<file path="src/include/ptc_params.svh">
// offsets, field positions, reset values and counts of the paper tape word controller
// assumes a 32-bit register port with word-aligned byte addresses
`ifndef PTC_PARAMS_SVH
`define PTC_PARAMS_SVH

// ==========================================================
// register map
`define PTC_OFS_STATUS  8'h00
`define PTC_OFS_FAULT   8'h04
`define PTC_OFS_CTRL    8'h08
`define PTC_OFS_ORDER   8'h0C

// ==========================================================
// fields
`define PTC_ST_BUSY       0
`define PTC_ST_ZERO       1
`define PTC_CTRL_MODE_LO  0
`define PTC_CTRL_MODE_HI  1
`define PTC_CTRL_SKIP     2
`define PTC_CTRL_BYPASS   3
`define PTC_ORD_CNT_HI    7
`define PTC_ORD_PUNCH     8
`define PTC_ORD_REJECT    0

// ==========================================================
// reset values and counts
`define PTC_CTRL_RST      4'h0
`define PTC_STOP_CHAR     6'h3A
`define PTC_CHARS_PER_WD  4'h8
`define PTC_LAST_CHAR     3'h7
`endif

</file>
<file path="src/include/ptc_pkg.sv">
// types of the paper tape word controller
// assumes nothing beyond a SystemVerilog compiler
package ptc_pkg;

  typedef enum logic [1:0] {
    PTC_MODE_FIVE  = 2'b00,
    PTC_MODE_SIX   = 2'b01,
    PTC_MODE_SEVEN = 2'b10,
    PTC_MODE_EIGHT = 2'b11
  } ptc_mode_t;

  typedef enum logic [2:0] {
    PTC_IDLE     = 3'b000,
    PTC_RD_WAIT  = 3'b001,
    PTC_RD_CHAR  = 3'b010,
    PTC_RD_STORE = 3'b011,
    PTC_PU_FETCH = 3'b100,
    PTC_PU_CHAR  = 3'b101,
    PTC_PU_OUT   = 3'b110
  } ptc_state_t;

endpackage : ptc_pkg

</file>
<file path="src/ptc_word_ctrl.sv">
// paper tape controller on the single word channel: frames to words and back
// assumes synchronous reader, punch and io bus path handshakes on mclk_i
//
// Strobed register access and the register offsets were chosen for this implementation.
`timescale 1ns/1ps
`include "ptc_params.svh"

// What this block does
// - five-level frame gets zero top bit
// - seven-bit frame carries odd parity on channel seven
// - eight-bit frame splits: 0000+ch7,8 then ch1-6
// - accept order only if available and idle
// - busy sets on accept, clears at end
// - octal 72 ends a read order
// - stop-skip switch on ignores stop characters
// - blank read frames are discarded silently
// - holding register checks stop, parity, strips parity
// - read characters shift into low six bits
// - eight chars or stop: store word, clear
// - read store decrements count, zero ends order
// - punch word gives top six bits, shifts left
// - punch gets character, odd parity in seven-bit
// - punch eight chars, decrement, fetch or finish
// - parity error at stop: end, no store
// - parity error at bypass: carry on
// - no parity check while punching
// - stop character stored with partial word, release
// - unfilled positions of early word are zero
// - two-bit status: busy, words-left zero
// - fault bit set on parity error
module ptc_word_ctrl
  import ptc_pkg::*;
(
  input  wire logic        mclk_i,
  input  wire logic        rst_i,
  input  wire logic        ce_i,
  input  wire logic [7:0]  reg_addr_i,
  input  wire logic [31:0] reg_wdata_i,
  input  wire logic        reg_wr_i,
  input  wire logic        reg_rd_i,
  output logic      [31:0] reg_rdata_o,
  input  wire logic        mech_avail_i,
  input  wire logic        rdr_valid_i,
  input  wire logic [7:0]  rdr_frame_i,
  output logic             rdr_ready_o,
  output logic             pun_valid_o,
  output logic      [7:0]  pun_frame_o,
  input  wire logic        pun_ready_i,
  output logic             mem_wr_valid_o,
  output logic      [47:0] mem_wr_data_o,
  input  wire logic        mem_wr_ready_i,
  output logic             mem_rd_req_o,
  input  wire logic        mem_rd_valid_i,
  input  wire logic [47:0] mem_rd_data_i
);

  // ==========================================================
  // state
  ptc_state_t  state_q, state_d;
  logic [47:0] word_q, word_d;
  logic [6:0]  hold_q, hold_d;       // bit 6 is the parity slot
  logic [5:0]  pend_q, pend_d;       // second character of an eight-bit frame
  logic        pend_v_q, pend_v_d;
  logic [3:0]  nchar_q, nchar_d;
  logic [7:0]  left_q, left_d;
  logic        stop_q, stop_d;
  logic        fault_q, fault_d;
  logic        rej_q, rej_d;
  logic [3:0]  ctrl_q, ctrl_d;
  logic [31:0] rdata_q, rdata_d;

  ptc_mode_t mode;
  logic      skip_stop;
  logic      par_bypass;
  logic      order_wr;
  logic      accept;
  logic      par_err;
  logic      is_stop;
  logic      blank;
  logic [5:0] in_char;
  logic [6:0] in_hold;

  assign mode       = ptc_mode_t'(ctrl_q[`PTC_CTRL_MODE_HI:`PTC_CTRL_MODE_LO]);
  assign skip_stop  = ctrl_q[`PTC_CTRL_SKIP];
  assign par_bypass = ctrl_q[`PTC_CTRL_BYPASS];
  assign order_wr   = ce_i && reg_wr_i && (reg_addr_i == `PTC_OFS_ORDER);
  // a zero count is refused as well; it would wrap and run 256 words
  assign accept     = order_wr && mech_avail_i && (state_q == PTC_IDLE)
                      && (reg_wdata_i[`PTC_ORD_CNT_HI:0] != 8'h00);

  // ==========================================================
  // frame to character
  always_comb begin
    blank   = 1'b1;
    in_char = 6'h00;
    in_hold = 7'h00;
    case (mode)
      PTC_MODE_FIVE: begin
        blank   = (rdr_frame_i[4:0] == 5'h00);
        in_char = {1'b0, rdr_frame_i[4:0]};
      end
      PTC_MODE_SIX: begin
        blank   = (rdr_frame_i[5:0] == 6'h00);
        in_char = rdr_frame_i[5:0];
      end
      PTC_MODE_SEVEN: begin
        blank   = (rdr_frame_i[6:0] == 7'h00);
        in_char = rdr_frame_i[5:0];
      end
      PTC_MODE_EIGHT: begin
        blank   = (rdr_frame_i == 8'h00);
        in_char = {4'h0, rdr_frame_i[7:6]};
      end
      default: begin
        blank   = 1'b1;
        in_char = 6'h00;
      end
    endcase
    in_hold = {(mode == PTC_MODE_SEVEN) && rdr_frame_i[6], in_char};
  end

  // parity only judged on reads, the punch side makes its own bit
  assign par_err = (state_q == PTC_RD_CHAR) && (mode == PTC_MODE_SEVEN)
                   && !(^hold_q);
  assign is_stop = (hold_q[5:0] == `PTC_STOP_CHAR) && !skip_stop;

  // ==========================================================
  // next state
  always_comb begin
    state_d  = state_q;
    word_d   = word_q;
    hold_d   = hold_q;
    pend_d   = pend_q;
    pend_v_d = pend_v_q;
    nchar_d  = nchar_q;
    left_d   = left_q;
    stop_d   = stop_q;
    fault_d  = fault_q;
    rej_d    = rej_q;
    ctrl_d   = ctrl_q;
    rdata_d  = 32'h0000_0000;

    if (ce_i && reg_wr_i && (reg_addr_i == `PTC_OFS_CTRL)) begin
      ctrl_d = reg_wdata_i[3:0];
    end
    if (ce_i && reg_rd_i) begin
      case (reg_addr_i)
        `PTC_OFS_STATUS: rdata_d = {30'h0, (left_q == 8'h00),
                                   (state_q != PTC_IDLE)};
        `PTC_OFS_FAULT:  rdata_d = {31'h0, fault_q};
        `PTC_OFS_CTRL:   rdata_d = {28'h0, ctrl_q};
        `PTC_OFS_ORDER:  rdata_d = {31'h0, rej_q};
        default:         rdata_d = 32'h0000_0000;
      endcase
    end

    if (order_wr) begin
      rej_d = !accept;
    end

    case (state_q)
      PTC_IDLE: begin
        if (accept) begin
          fault_d  = 1'b0;
          left_d   = reg_wdata_i[`PTC_ORD_CNT_HI:0];
          word_d   = 48'h0;
          nchar_d  = 4'h0;
          stop_d   = 1'b0;
          pend_v_d = 1'b0;
          state_d  = reg_wdata_i[`PTC_ORD_PUNCH] ? PTC_PU_FETCH
                                                : PTC_RD_WAIT;
        end
      end
      PTC_RD_WAIT: begin
        if (ce_i && rdr_valid_i && !blank) begin
          hold_d   = in_hold;
          pend_d   = rdr_frame_i[5:0];
          pend_v_d = (mode == PTC_MODE_EIGHT);
          state_d  = PTC_RD_CHAR;
        end
      end
      PTC_RD_CHAR: begin
        if (ce_i) begin
          if (par_err) begin
            fault_d = 1'b1;
          end
          if (par_err && !par_bypass) begin
            state_d = PTC_IDLE;
          end else begin
            word_d  = {word_q[41:0], hold_q[5:0]};
            nchar_d = nchar_q + 4'h1;
            stop_d  = is_stop;
            if (is_stop || (nchar_q == 4'(`PTC_CHARS_PER_WD - 4'h1))) begin
              state_d = PTC_RD_STORE;
            end else if (pend_v_q) begin
              hold_d   = {1'b1, pend_q};
              pend_v_d = 1'b0;
            end else begin
              state_d = PTC_RD_WAIT;
            end
          end
        end
      end
      PTC_RD_STORE: begin
        if (ce_i && mem_wr_ready_i) begin
          word_d  = 48'h0;
          nchar_d = 4'h0;
          left_d  = left_q - 8'h01;
          if (stop_q || (left_q == 8'h01)) begin
            state_d = PTC_IDLE;
          end else if (pend_v_q) begin
            hold_d   = {1'b1, pend_q};
            pend_v_d = 1'b0;
            state_d  = PTC_RD_CHAR;
          end else begin
            state_d = PTC_RD_WAIT;
          end
        end
      end
      PTC_PU_FETCH: begin
        if (ce_i && mem_rd_valid_i) begin
          word_d  = mem_rd_data_i;
          nchar_d = 4'h0;
          state_d = PTC_PU_CHAR;
        end
      end
      PTC_PU_CHAR: begin
        if (ce_i) begin
          hold_d  = {~^word_q[47:42], word_q[47:42]};
          word_d  = {word_q[41:0], 6'h00};
          state_d = PTC_PU_OUT;
        end
      end
      PTC_PU_OUT: begin
        if (ce_i && pun_ready_i) begin
          nchar_d = nchar_q + 4'h1;
          if (nchar_q[2:0] == `PTC_LAST_CHAR) begin
            left_d  = left_q - 8'h01;
            state_d = (left_q == 8'h01) ? PTC_IDLE : PTC_PU_FETCH;
          end else begin
            state_d = PTC_PU_CHAR;
          end
        end
      end
      default: state_d = PTC_IDLE;
    endcase
  end

  // ==========================================================
  // registers
  always_ff @(posedge mclk_i) begin
    if (rst_i) begin
      state_q  <= PTC_IDLE;
      word_q   <= 48'h0;
      hold_q   <= 7'h00;
      pend_q   <= 6'h00;
      pend_v_q <= 1'b0;
      nchar_q  <= 4'h0;
      left_q   <= 8'h00;
      stop_q   <= 1'b0;
      fault_q  <= 1'b0;
      rej_q    <= 1'b0;
      ctrl_q   <= `PTC_CTRL_RST;
      rdata_q  <= 32'h0000_0000;
    end else if (ce_i) begin
      state_q  <= state_d;
      word_q   <= word_d;
      hold_q   <= hold_d;
      pend_q   <= pend_d;
      pend_v_q <= pend_v_d;
      nchar_q  <= nchar_d;
      left_q   <= left_d;
      stop_q   <= stop_d;
      fault_q  <= fault_d;
      rej_q    <= rej_d;
      ctrl_q   <= ctrl_d;
      rdata_q  <= rdata_d;
    end
  end

  // ==========================================================
  // outputs
  assign reg_rdata_o    = rdata_q;
  assign rdr_ready_o    = (state_q == PTC_RD_WAIT);
  assign mem_wr_valid_o = (state_q == PTC_RD_STORE);
  assign mem_wr_data_o  = word_q;
  assign mem_rd_req_o   = (state_q == PTC_PU_FETCH);
  assign pun_valid_o    = (state_q == PTC_PU_OUT);

  always_comb begin
    case (mode)
      PTC_MODE_FIVE:  pun_frame_o = {3'h0, hold_q[4:0]};
      PTC_MODE_SEVEN: pun_frame_o = {1'b0, hold_q};
      default:        pun_frame_o = {2'h0, hold_q[5:0]};
    endcase
  end
endmodule // ptc_word_ctrl

</file>
<file path="config.mk">
export PLATFORM = sky130hd
export DESIGN_NAME = ptc_word_ctrl
export DESIGN_NICKNAME = d
export VERILOG_FILES = /design/src/include/ptc_pkg.sv /design/src/ptc_word_ctrl.sv
export VERILOG_INCLUDE_DIRS = /design/src /design/src/include
export SDC_FILE = /design/constraint.sdc
export NUM_CORES = 1
export LEC_CHECK = 0
export CAP_MARGIN = 10
export CORE_AREA = 5 5 114 116
export DETAILED_ROUTE_END_ITERATION = 8
export DIE_AREA = 0 0 119 121
export DONT_BUFFER_PORTS = 1
export GPL_TIMING_DRIVEN = 0
export PLACE_DENSITY_LB_ADDON = 0.15
export SYNTH_ARGS = -nofsm -noshare
export SYNTH_HDL_FRONTEND = slang
export SYNTH_SLANG_ARGS = --single-unit
export TNS_END_PERCENT = 10
</file>
<file path="constraint.sdc">
create_clock -name mclk_i -period 3.1 [get_ports mclk_i]
set_input_delay 0.155 -clock mclk_i [delete_from_list [all_inputs] [get_ports mclk_i]]
set_output_delay 0.155 -clock mclk_i [all_outputs]
set_load 0.05 [all_outputs]
</file>
## Word-level counts from Yosys, hierarchy flattened

Index checks and enable logic that the tools add are counted.

- Flip-flop bits (word level): 116
- Bits in latches: 0
- Memory bits (writable): 0
- ROM bits: 0
- Input port bits: 106
- Logic and storage cells: 148
- Memories: 0

- Add/sub/neg operators: 2
- $mul: 0
- Divide/modulo/power cells: 0
- $lt $le $gt $ge: 0
- Equality and inequality tests: 27
- Shifts and indexed selects: 0
- Mux-type cells: 53
- Bitwise operators: 0
- Reduce and logical (&&, ||, !) cells: 54

Operators with widths:

| cell | count |
|---|---|
| $pmux W48 S5 | 1 |
| $mux W48 | 4 |
| $mux W7 | 6 |
| $mux W3 | 11 |
| $mux W8 | 4 |
| $pmux W7 S4 | 1 |
| $logic_not A8 Y1 | 3 |
| $mux W4 | 6 |
| $pmux W8 S3 | 1 |
| $pmux W3 S7 | 1 |
| $reduce_and A7 Y1 | 3 |
| $pmux W4 S5 | 1 |
| $pmux W6 S3 | 1 |
| $logic_and A1 B1 Y1 | 17 |
| $eq A8 B4 Y1 const B | 2 |
| $pmux W4 S4 | 1 |
| $pmux W7 S2 | 1 |
| $eq A3 B3 Y1 const B | 4 |
| $reduce_and A6 Y1 | 2 |
| $ne A2 B1 Y1 const B | 5 |
| $ne A2 B2 Y1 const B | 5 |
| $reduce_bool A5 Y1 | 2 |
| $eq A8 B1 Y1 const B | 1 |
| $eq A8 B3 Y1 const B | 1 |
| 31 further kinds | 52 |

## Logic depth before layout (Yosys ltp)

Gate-level depths: netlist of the first run.

- Word-level depth: 7
- Depth in mapped cells: 10

## Worst setup path before layout of the first run

No wires, ideal clock.

- Path type: flip-flop to flip-flop
- Start: register state_q[0]
- End: register state_q[2]
- Arrival: 2388 ps
- Required time: 2972 ps
- Path slack: 584 ps
- Stages on the path, launching flop included: 8
- Path buffers: 1
- Period minus slack after synthesis: 2516 ps
- Path through: dfxtp_1 > clkbuf_1 > nand2b_1 > nor2_1 > o311a_1 > nand4b_1 > mux2i_1 > nor2_1

RTL lines:

| element | line | source |
|---|---|---|
| start, declared | ptc_word_ctrl.sv:59 | `ptc_state_t state_q, state_d;` |
| start signal, assigned | ptc_word_ctrl.sv:266 | `state_q <= state_d;` |
| $eq A3 B1 Y1 * | - |  |
| via rdr_ready_o | ptc_word_ctrl.sv:45 | `output logic rdr_ready_o,` |
| $ne A2 B1 Y1 (no line) | - |  |
| $reduce_and A7 Y1 (no line) | - |  |

Mark *: on every way through the listed nets, which the timed path passes. The rest lies on a longest branch.
A chain may end at the register's enable or synchronous reset.

## Worst setup path after layout of the first run

- Start: register state_q[1]
- End: register left_q[6]

RTL lines:

| element | line | source |
|---|---|---|
| $eq A3 B3 Y1 * | - |  |
| via pun_valid_o | ptc_word_ctrl.sv:46 | `output logic pun_valid_o,` |
| $ne A2 B1 Y1 (no line) or $reduce_bool A3 Y1 (tied branches) | - |  |
| $reduce_and A6 Y1 (no line) | - |  |
| end signal, assigned | ptc_word_ctrl.sv:272 | `left_q <= left_d;` |
| end, declared | ptc_word_ctrl.sv:65 | `logic [7:0] left_q, left_d;` |

Marked as above.

==> results.json, run 1 <==
{
  "tightestPinTransition_ns": 1.01,
  "power_frac_comb_pct": 7.7,
  "routed-via-count": 4902,
  "synth_edf_count": 0,
  "drc_errors": 0,
  "setup_slack_ns": 0.280,
  "grt_pass1_vias": 4693,
  "clk_path_buf_depth": 2,
  "finalCritPeriodShare_pct": 91.0,
  "initial_core_util_pct": 44.3,
  "grt_use_total_pct": 23.1,
  "status": "completed",
  "critPathKind": "register to register",
  "syn_inst": 614,
  "holdWs_ns": 0.0290,
  "antenna_found_initial": 0,
  "clock_power_share_pct": 46.9,
  "ys_warn_count": 0,
  "p_int_mw": 1.90,
  "grt_pass1_wl_um": 26500,
  "core_um2": 11800,
  "cts_buffers": 9,
  "finClkSkew_ns": 0.00760,
  "final_util_pct": 50.6,
  "rows": 40,
  "synth_ff_type": "dfxtp_1",
  "clk_latency_ns": 0.34,
  "portBuffers": 0,
  "cts.sinks": 88,
  "ys_seq_area_share_pct": 33.7,
  "setup.worst_path.start_class": "register",
  "swShare_pct": 24.6,
  "post_cts_buffers": 0,
  "seq_power_share_pct": 45.5,
  "cts.clk_slew.worst_paths_ns": 0.06,
  "synth.avg_cell_area_um2": 8.52,
  "p_sw_uw": 617,
  "dpl.hpwl_um": 13200,
  "gp_congestion": 0.920,
  "first_pass_iters": 6,
  "cts_tree": "built",
  "async_flop_share_pct": 0,
  "synth.distinct_cells": 73,
  "slew_violations": 0,
  "dieHeight_um": 121,
  "p_leak_nw": 2.10,
  "drtIter0Drc": 476,
  "globalRoute.totalOverflow": 0,
  "timing.fmax_mhz": 355,
  "wirelength_um": 17100,
  "hold_viol_final": 0,
  "die_w_um": 119,
  "power_density_nw_per_um2": 421,
  "wl_per_cell_um": 21.0,
  "final_common_cell": "dfxtp_1",
  "mostFrequentLayoutCells": "dfxtp_1, a21oi_1, a22oi_1, nor2_1, buf_4",
  "antenna-diode-count": 0,
  "timing.setup.tns_ns": 0,
  "ys_ff_latch": 88,
  "synthToLayoutAreaGrowth_pct": 14.2,
  "crit_path_end_kind": "register",
  "critPathArrivalTime_ns": 3.09,
  "fin_crit_ns": 2.82,
  "worst-path-max-fanout": 10,
  "grt_max_degree": 16,
  "maxSlewHeadroom_pct": 32.5,
  "h-tree-depth": 3,
  "power_mw": 2.51,
  "vias_per_cell": 6.01,
  "dieArea_um2": 14400,
  "required_ns": 3.37,
  "ioPinCount": 198,
  "maxCapViolCount": 0,
  "setup_viol": 0,
  "hp-class": "input port to register",
  "syn_area_um2": 5230,
  "detail-route-antenna-nets": 0,
  "nNetsFinal": 783,
  "clockRootBuffer": "clkbuf_16",
  "layout-drive-gt1-share_pct": 15.7,
  "dp_slack_ns": 0.278,
  "rsz0062_at_grt": "no",
  "ir_drop_mv": 0.230
}
## through the flow
step	instances	instance area, µm²
floorplan	642	5340
global placement	789	5520
detailed placement	790	5530
CTS	816	5960
global route	816	5970
finish	816	5970
## cell type report
cell class,count,area (µm²)
fillers,1174,5840
multi-input cells,457,3050
flip-flops and latches,88,1760
plain buffers,84,487
clock buffers,9,225
well taps,147,184
repair buffers,12,121
clock inverters,6,95.1
inverters,13,48.8
## cell usage after synthesis (2+ instances only)
cell type  instances  share of area, %
or4_1              3              0.43
nand4b_1           2              0.33
a221oi_1           4              0.67
clkbuf_1          28               2.0
a31oi_1            5              0.60
nor2b_1           11               1.3
buf_1              2              0.14
a211oi_1          33               4.7
o211ai_1           3              0.43
ha_1              12               2.9
a41oi_1            2              0.33
o21a_1             2              0.29
nand2b_1           9               1.1
inv_1             13              0.93
o21bai_1           2              0.29
o21ai_0           18               1.7
or2_2              3              0.36
nor3b_1            3              0.43
nand4_1            4              0.48
or3_1              2              0.24
xor2_1             3              0.50
o32ai_1            2              0.33
a22oi_1           48               6.9
nand3_1           14               1.3
o311a_1            3              0.57
dfxtp_1           88                34
xnor2_1            6               1.0
buf_2             16               1.5
nand2_1           33               2.4
buf_6              3              0.65
nor2_1            37               2.7
a21oi_1           75               7.2
mux2i_1           13               2.5
a211oi_2          20               4.8
buf_4             34               4.9
o41ai_1            2              0.33
nor4_1             3              0.36
nor3_1            11               1.1
and2_1             7              0.84
a221o_1            2              0.38
## worst max-delay path, stage by stage (launching register included)
cell,delay [ns]
dfxtp_1,0.30
buf_2,0.22
inv_1,0.21
nor2_1,0.82
a32oi_1,0.24
nand2b_1,0.28
clkbuf_1,0.27
or2_0,0.27
a21oi_1,0.14
## sequential cells by signal (all words and copies together) (netlist names), 3 cells and up
register       flops
state_q            3
left_q             8
reg_rdata_o        4
mem_wr_data_o     48
nchar_q            4
ctrl_q             4
pend_q             6
hold_q             7
## power by group through the flow
stage	clock network, mW	logic (mW)	registers (mW)
after floorplan	0	0.158	1.17
after global placement	0	0.176	1.17
after detailed placement	0	0.177	1.17
after CTS	1.21	0.190	1.14
after global routing	1.24	0.203	1.14
final	1.18	0.192	1.14
## metal layers
metal / global-route usage, % / wire length, µm
met1: 32.0 / 7710
met2: 34.7 / 7830
met3: 6.34 / 1360
met4: 7.31 / 245
met5: 0 / 0
## cells by family after synthesis
kind of cell / count (synthesis) / share of synthesized area, %
adders and majority gates: 12 / 2.87
AOI/OAI and AO/OA: 237 / 32.7
other: 1 / 0.0717
and+or+nand+nor: 153 / 15.3
muxes: 16 / 3.35
buffers and inverters: 97 / 10.2
DFF: 88 / 33.7
xor gates and xnor gates: 10 / 1.82
## worst paths after layout
path                       from              to  slack, ns  depth (start not counted)
hold / removal    reg_addr_i[0]  reg_rdata_o[1]       0.03                          3
setup reg to reg     state_q[1]       left_q[6]       0.28                          8
setup / recovery     state_q[1]       left_q[6]       0.28                          8
hold reg to reg       pend_q[3]       pend_q[3]       0.47                          2
## repair_timing
action | 4_1_cts | 5_1_grt
endpoints found under the hold margin | 11 | 0
gates resized for setup | 0 | 1
hold buffers | 11 | 0
setup endpoints to repair | 0 | 1
Note: power is estimated with default switching activity, not from simulation.
==> run 2, diff against run 1 <==
--- a/config.mk
+++ b/config.mk
@@ -7,11 +7,12 @@
 export NUM_CORES = 1
 export LEC_CHECK = 0
 export CAP_MARGIN = 10
-export CORE_AREA = 5 5 114 116
+export CORE_AREA = 5 5 88 151
 export DETAILED_ROUTE_END_ITERATION = 8
-export DIE_AREA = 0 0 119 121
+export DIE_AREA = 0 0 93 156
 export DONT_BUFFER_PORTS = 1
 export GPL_TIMING_DRIVEN = 0
+export MAX_ROUTING_LAYER = met4
 export PLACE_DENSITY_LB_ADDON = 0.15
 export SYNTH_ARGS = -nofsm -noshare
 export SYNTH_HDL_FRONTEND = slang
==> run 2 against run 1 <==
Compared with the run above:
- register-to-register slack worse by 0.05 ns
- sequential power hardly changed
- utilization is 0.69 points lower
- global-route usage is 2.1 points higher
- total power is 0.54% higher
- sequential share of layout area is 0.093 points higher
- critical path type unchanged
- non-clock buffer count stayed put
- via count is 0.20% higher
- wire length is 5.0% higher
- clock power hardly changed
- first-iteration DRC count is 64% lower
==> results.json, run 2 (same netlist as run 1, synthesis figures left out) <==
{
  "dp_slack_ns": 0.210,
  "cts.clk_slew.worst_paths_ns": 0.07,
  "mostFrequentLayoutCells": "dfxtp_1, a21oi_1, a22oi_1, nor2_1, buf_4",
  "clk_path_buf_depth": 2,
  "status": "completed",
  "antenna-diode-count": 0,
  "cpMostUsedCell": "buf_2",
  "tightestPinTransition_ns": 1.09,
  "critPathKind": "register to register",
  "num-fill-cells": 1189,
  "nNetsFinal": 783,
  "rows": 53,
  "fin_crit_ns": 2.87,
  "initial_core_util_pct": 43.8,
  "clk_latency_ns": 0.34,
  "timing.fmax_mhz": 349,
  "finalCritPeriodShare_pct": 92.5,
  "crit_path_end_kind": "register",
  "ioPinCount": 198,
  "finClkSkew_ns": 0.00651,
  "antenna_found_initial": 0,
  "crit_family": "compound AO/OA/AOI/OAI gates",
  "placed_cell_area_um2": 5520,
  "crit_buf_inv": 3,
  "drtIter0Drc": 170,
  "layout-drive-gt1-share_pct": 15.7,
  "critPathArrivalTime_ns": 3.13,
  "setup_slack_ns": 0.232,
  "synthToLayoutAreaGrowth_pct": 13.8,
  "routed-via-count": 4912,
  "final_common_cell": "dfxtp_1",
  "setup_viol": 0,
  "first_pass_iters": 5,
  "wl_per_cell_um": 22.3,
  "portBuffers": 0,
  "max_stage_delay_ns": 0.44,
  "clockRootBuffer": "clkbuf_16",
  "globalRoute.totalOverflow": 0,
  "hold_viol_final": 0,
  "p_leak_nw": 2.09,
  "h-tree-depth": 3,
  "maxSlewHeadroom_pct": 27.3,
  "rsz0062_at_grt": "no",
  "core_um2": 11900,
  "slew_violations": 0,
  "dieHeight_um": 156,
  "grt_use_total_pct": 25.1,
  "wirelength_um": 18000,
  "final_area_um2": 5960,
  "worst-path-max-fanout": 10,
  "cp_cell_sequence": "inv_1 -> ha_1 -> xor2_1 -> xnor2_2 -> nor2_1 -> a221oi_4 -> buf_2 -> buf_2 -> a21oi_1 -> a211oi_2",
  "detail-route-antenna-nets": 0,
  "die_w_um": 93,
  "power_density_nw_per_um2": 424,
  "dpl.hpwl_um": 14300,
  "required_ns": 3.36,
  "largest_register_ffs": 48,
  "hp-class": "input port to register",
  "post_cts_buffers": 0,
  "grt_pass1_vias": 5038,
  "cts_buffers": 9,
  "setup.worst_path.start_class": "register",
  "dieArea_um2": 14500,
  "grt_pass1_wl_um": 27600,
  "grt_max_degree": 16,
  "cts_tree": "built",
  "ir_drop_mv": 0.267,
  "slowest_stage": "dfxtp_1",
  "gp_congestion": 0.958,
  "vias_per_cell": 6.09,
  "maxCapViolCount": 0,
  "cts.sinks": 88,
  "drc_errors": 0
}
## run 2: changes by cell type in the layout (fill, tap and decap cells not counted)
cell / change
inv_6: +2
clkinvlp_4: +2
clkinv_4: -4
buf_6: -1
buf_4: +1
## run 2: metrics by stage
stage | utilization [%] | TNS [ns] | power, mW | hold slack (ns) | instances
3_3_place_gp | 46.2 | -0.452 | 1.35 | 0.306 | 779
3_5_place_dp | 46.2 | 0 | 1.35 | 0.310 | 780
4_1_cts | 49.8 | 0 | 2.54 | 0.0374 | 806
6_report | 49.9 | 0 | 2.53 | 0.0350 | 806
5_1_grt | 49.9 | 0 | 2.60 | 0.0483 | 806
2_1_floorplan | - | 0 | 1.33 | 0.299 | 642
## run 2: routing by layer
metal  vias to the layer above  part of all wire [%]  track usage, %
met3                        41                   6.8            4.54
met5                         -                     0               -
met1                      2357                    35            24.5
met2                       182                    55            47.0
li1                       2332                     -               -
met4                         0                   3.7            12.1
## run 2: power by group
| part | total (mW) | switching (mW) | internal (mW) | leakage [nW] |
|---|---|---|---|---|
| clock | 1.19 | 0.484 | 0.708 | 0.149 |
| combinational | 0.193 | 0.136 | 0.0569 | 1.23 |
| sequential | 1.14 | 0.0111 | 1.13 | 0.708 |
## run 2: layout make-up
cell class / count / area (µm²) / area share [%]
Buffer: 84 / 487 / 8.17
Inverter: 13 / 48.8 / 0.819
Tap cell: 137 / 171 / 2.88
Timing Repair Buffer: 12 / 118 / 1.97
Sequential cell: 88 / 1760 / 29.6
Multi-Input combinational cell: 457 / 3050 / 51.2
Clock inverter: 6 / 92.6 / 1.55
Clock buffer: 9 / 225 / 3.78
## run 2: repair_timing
action	in CTS	in global routing
hold buffers	11	0
hold endpoints to repair	11	0
resized for setup	0	1
setup endpoints to repair	0	20
## run 2: worst min-delay path, stage by stage
cell and delay [ns]:
nor2_1 0.02, nand4_1 0.09, a21oi_1 0.06
## run 2: final timing paths
check | from | to | slack [ns] | cells past startpoint
setup / recovery | hold_q[2] | mem_wr_data_o[45] | 0.23 | 10
hold / removal | reg_addr_i[0] | reg_rdata_o[1] | 0.04 | 3
setup reg to reg | hold_q[2] | mem_wr_data_o[45] | 0.23 | 10
hold reg to reg | pend_q[1] | pend_q[1] | 0.47 | 2
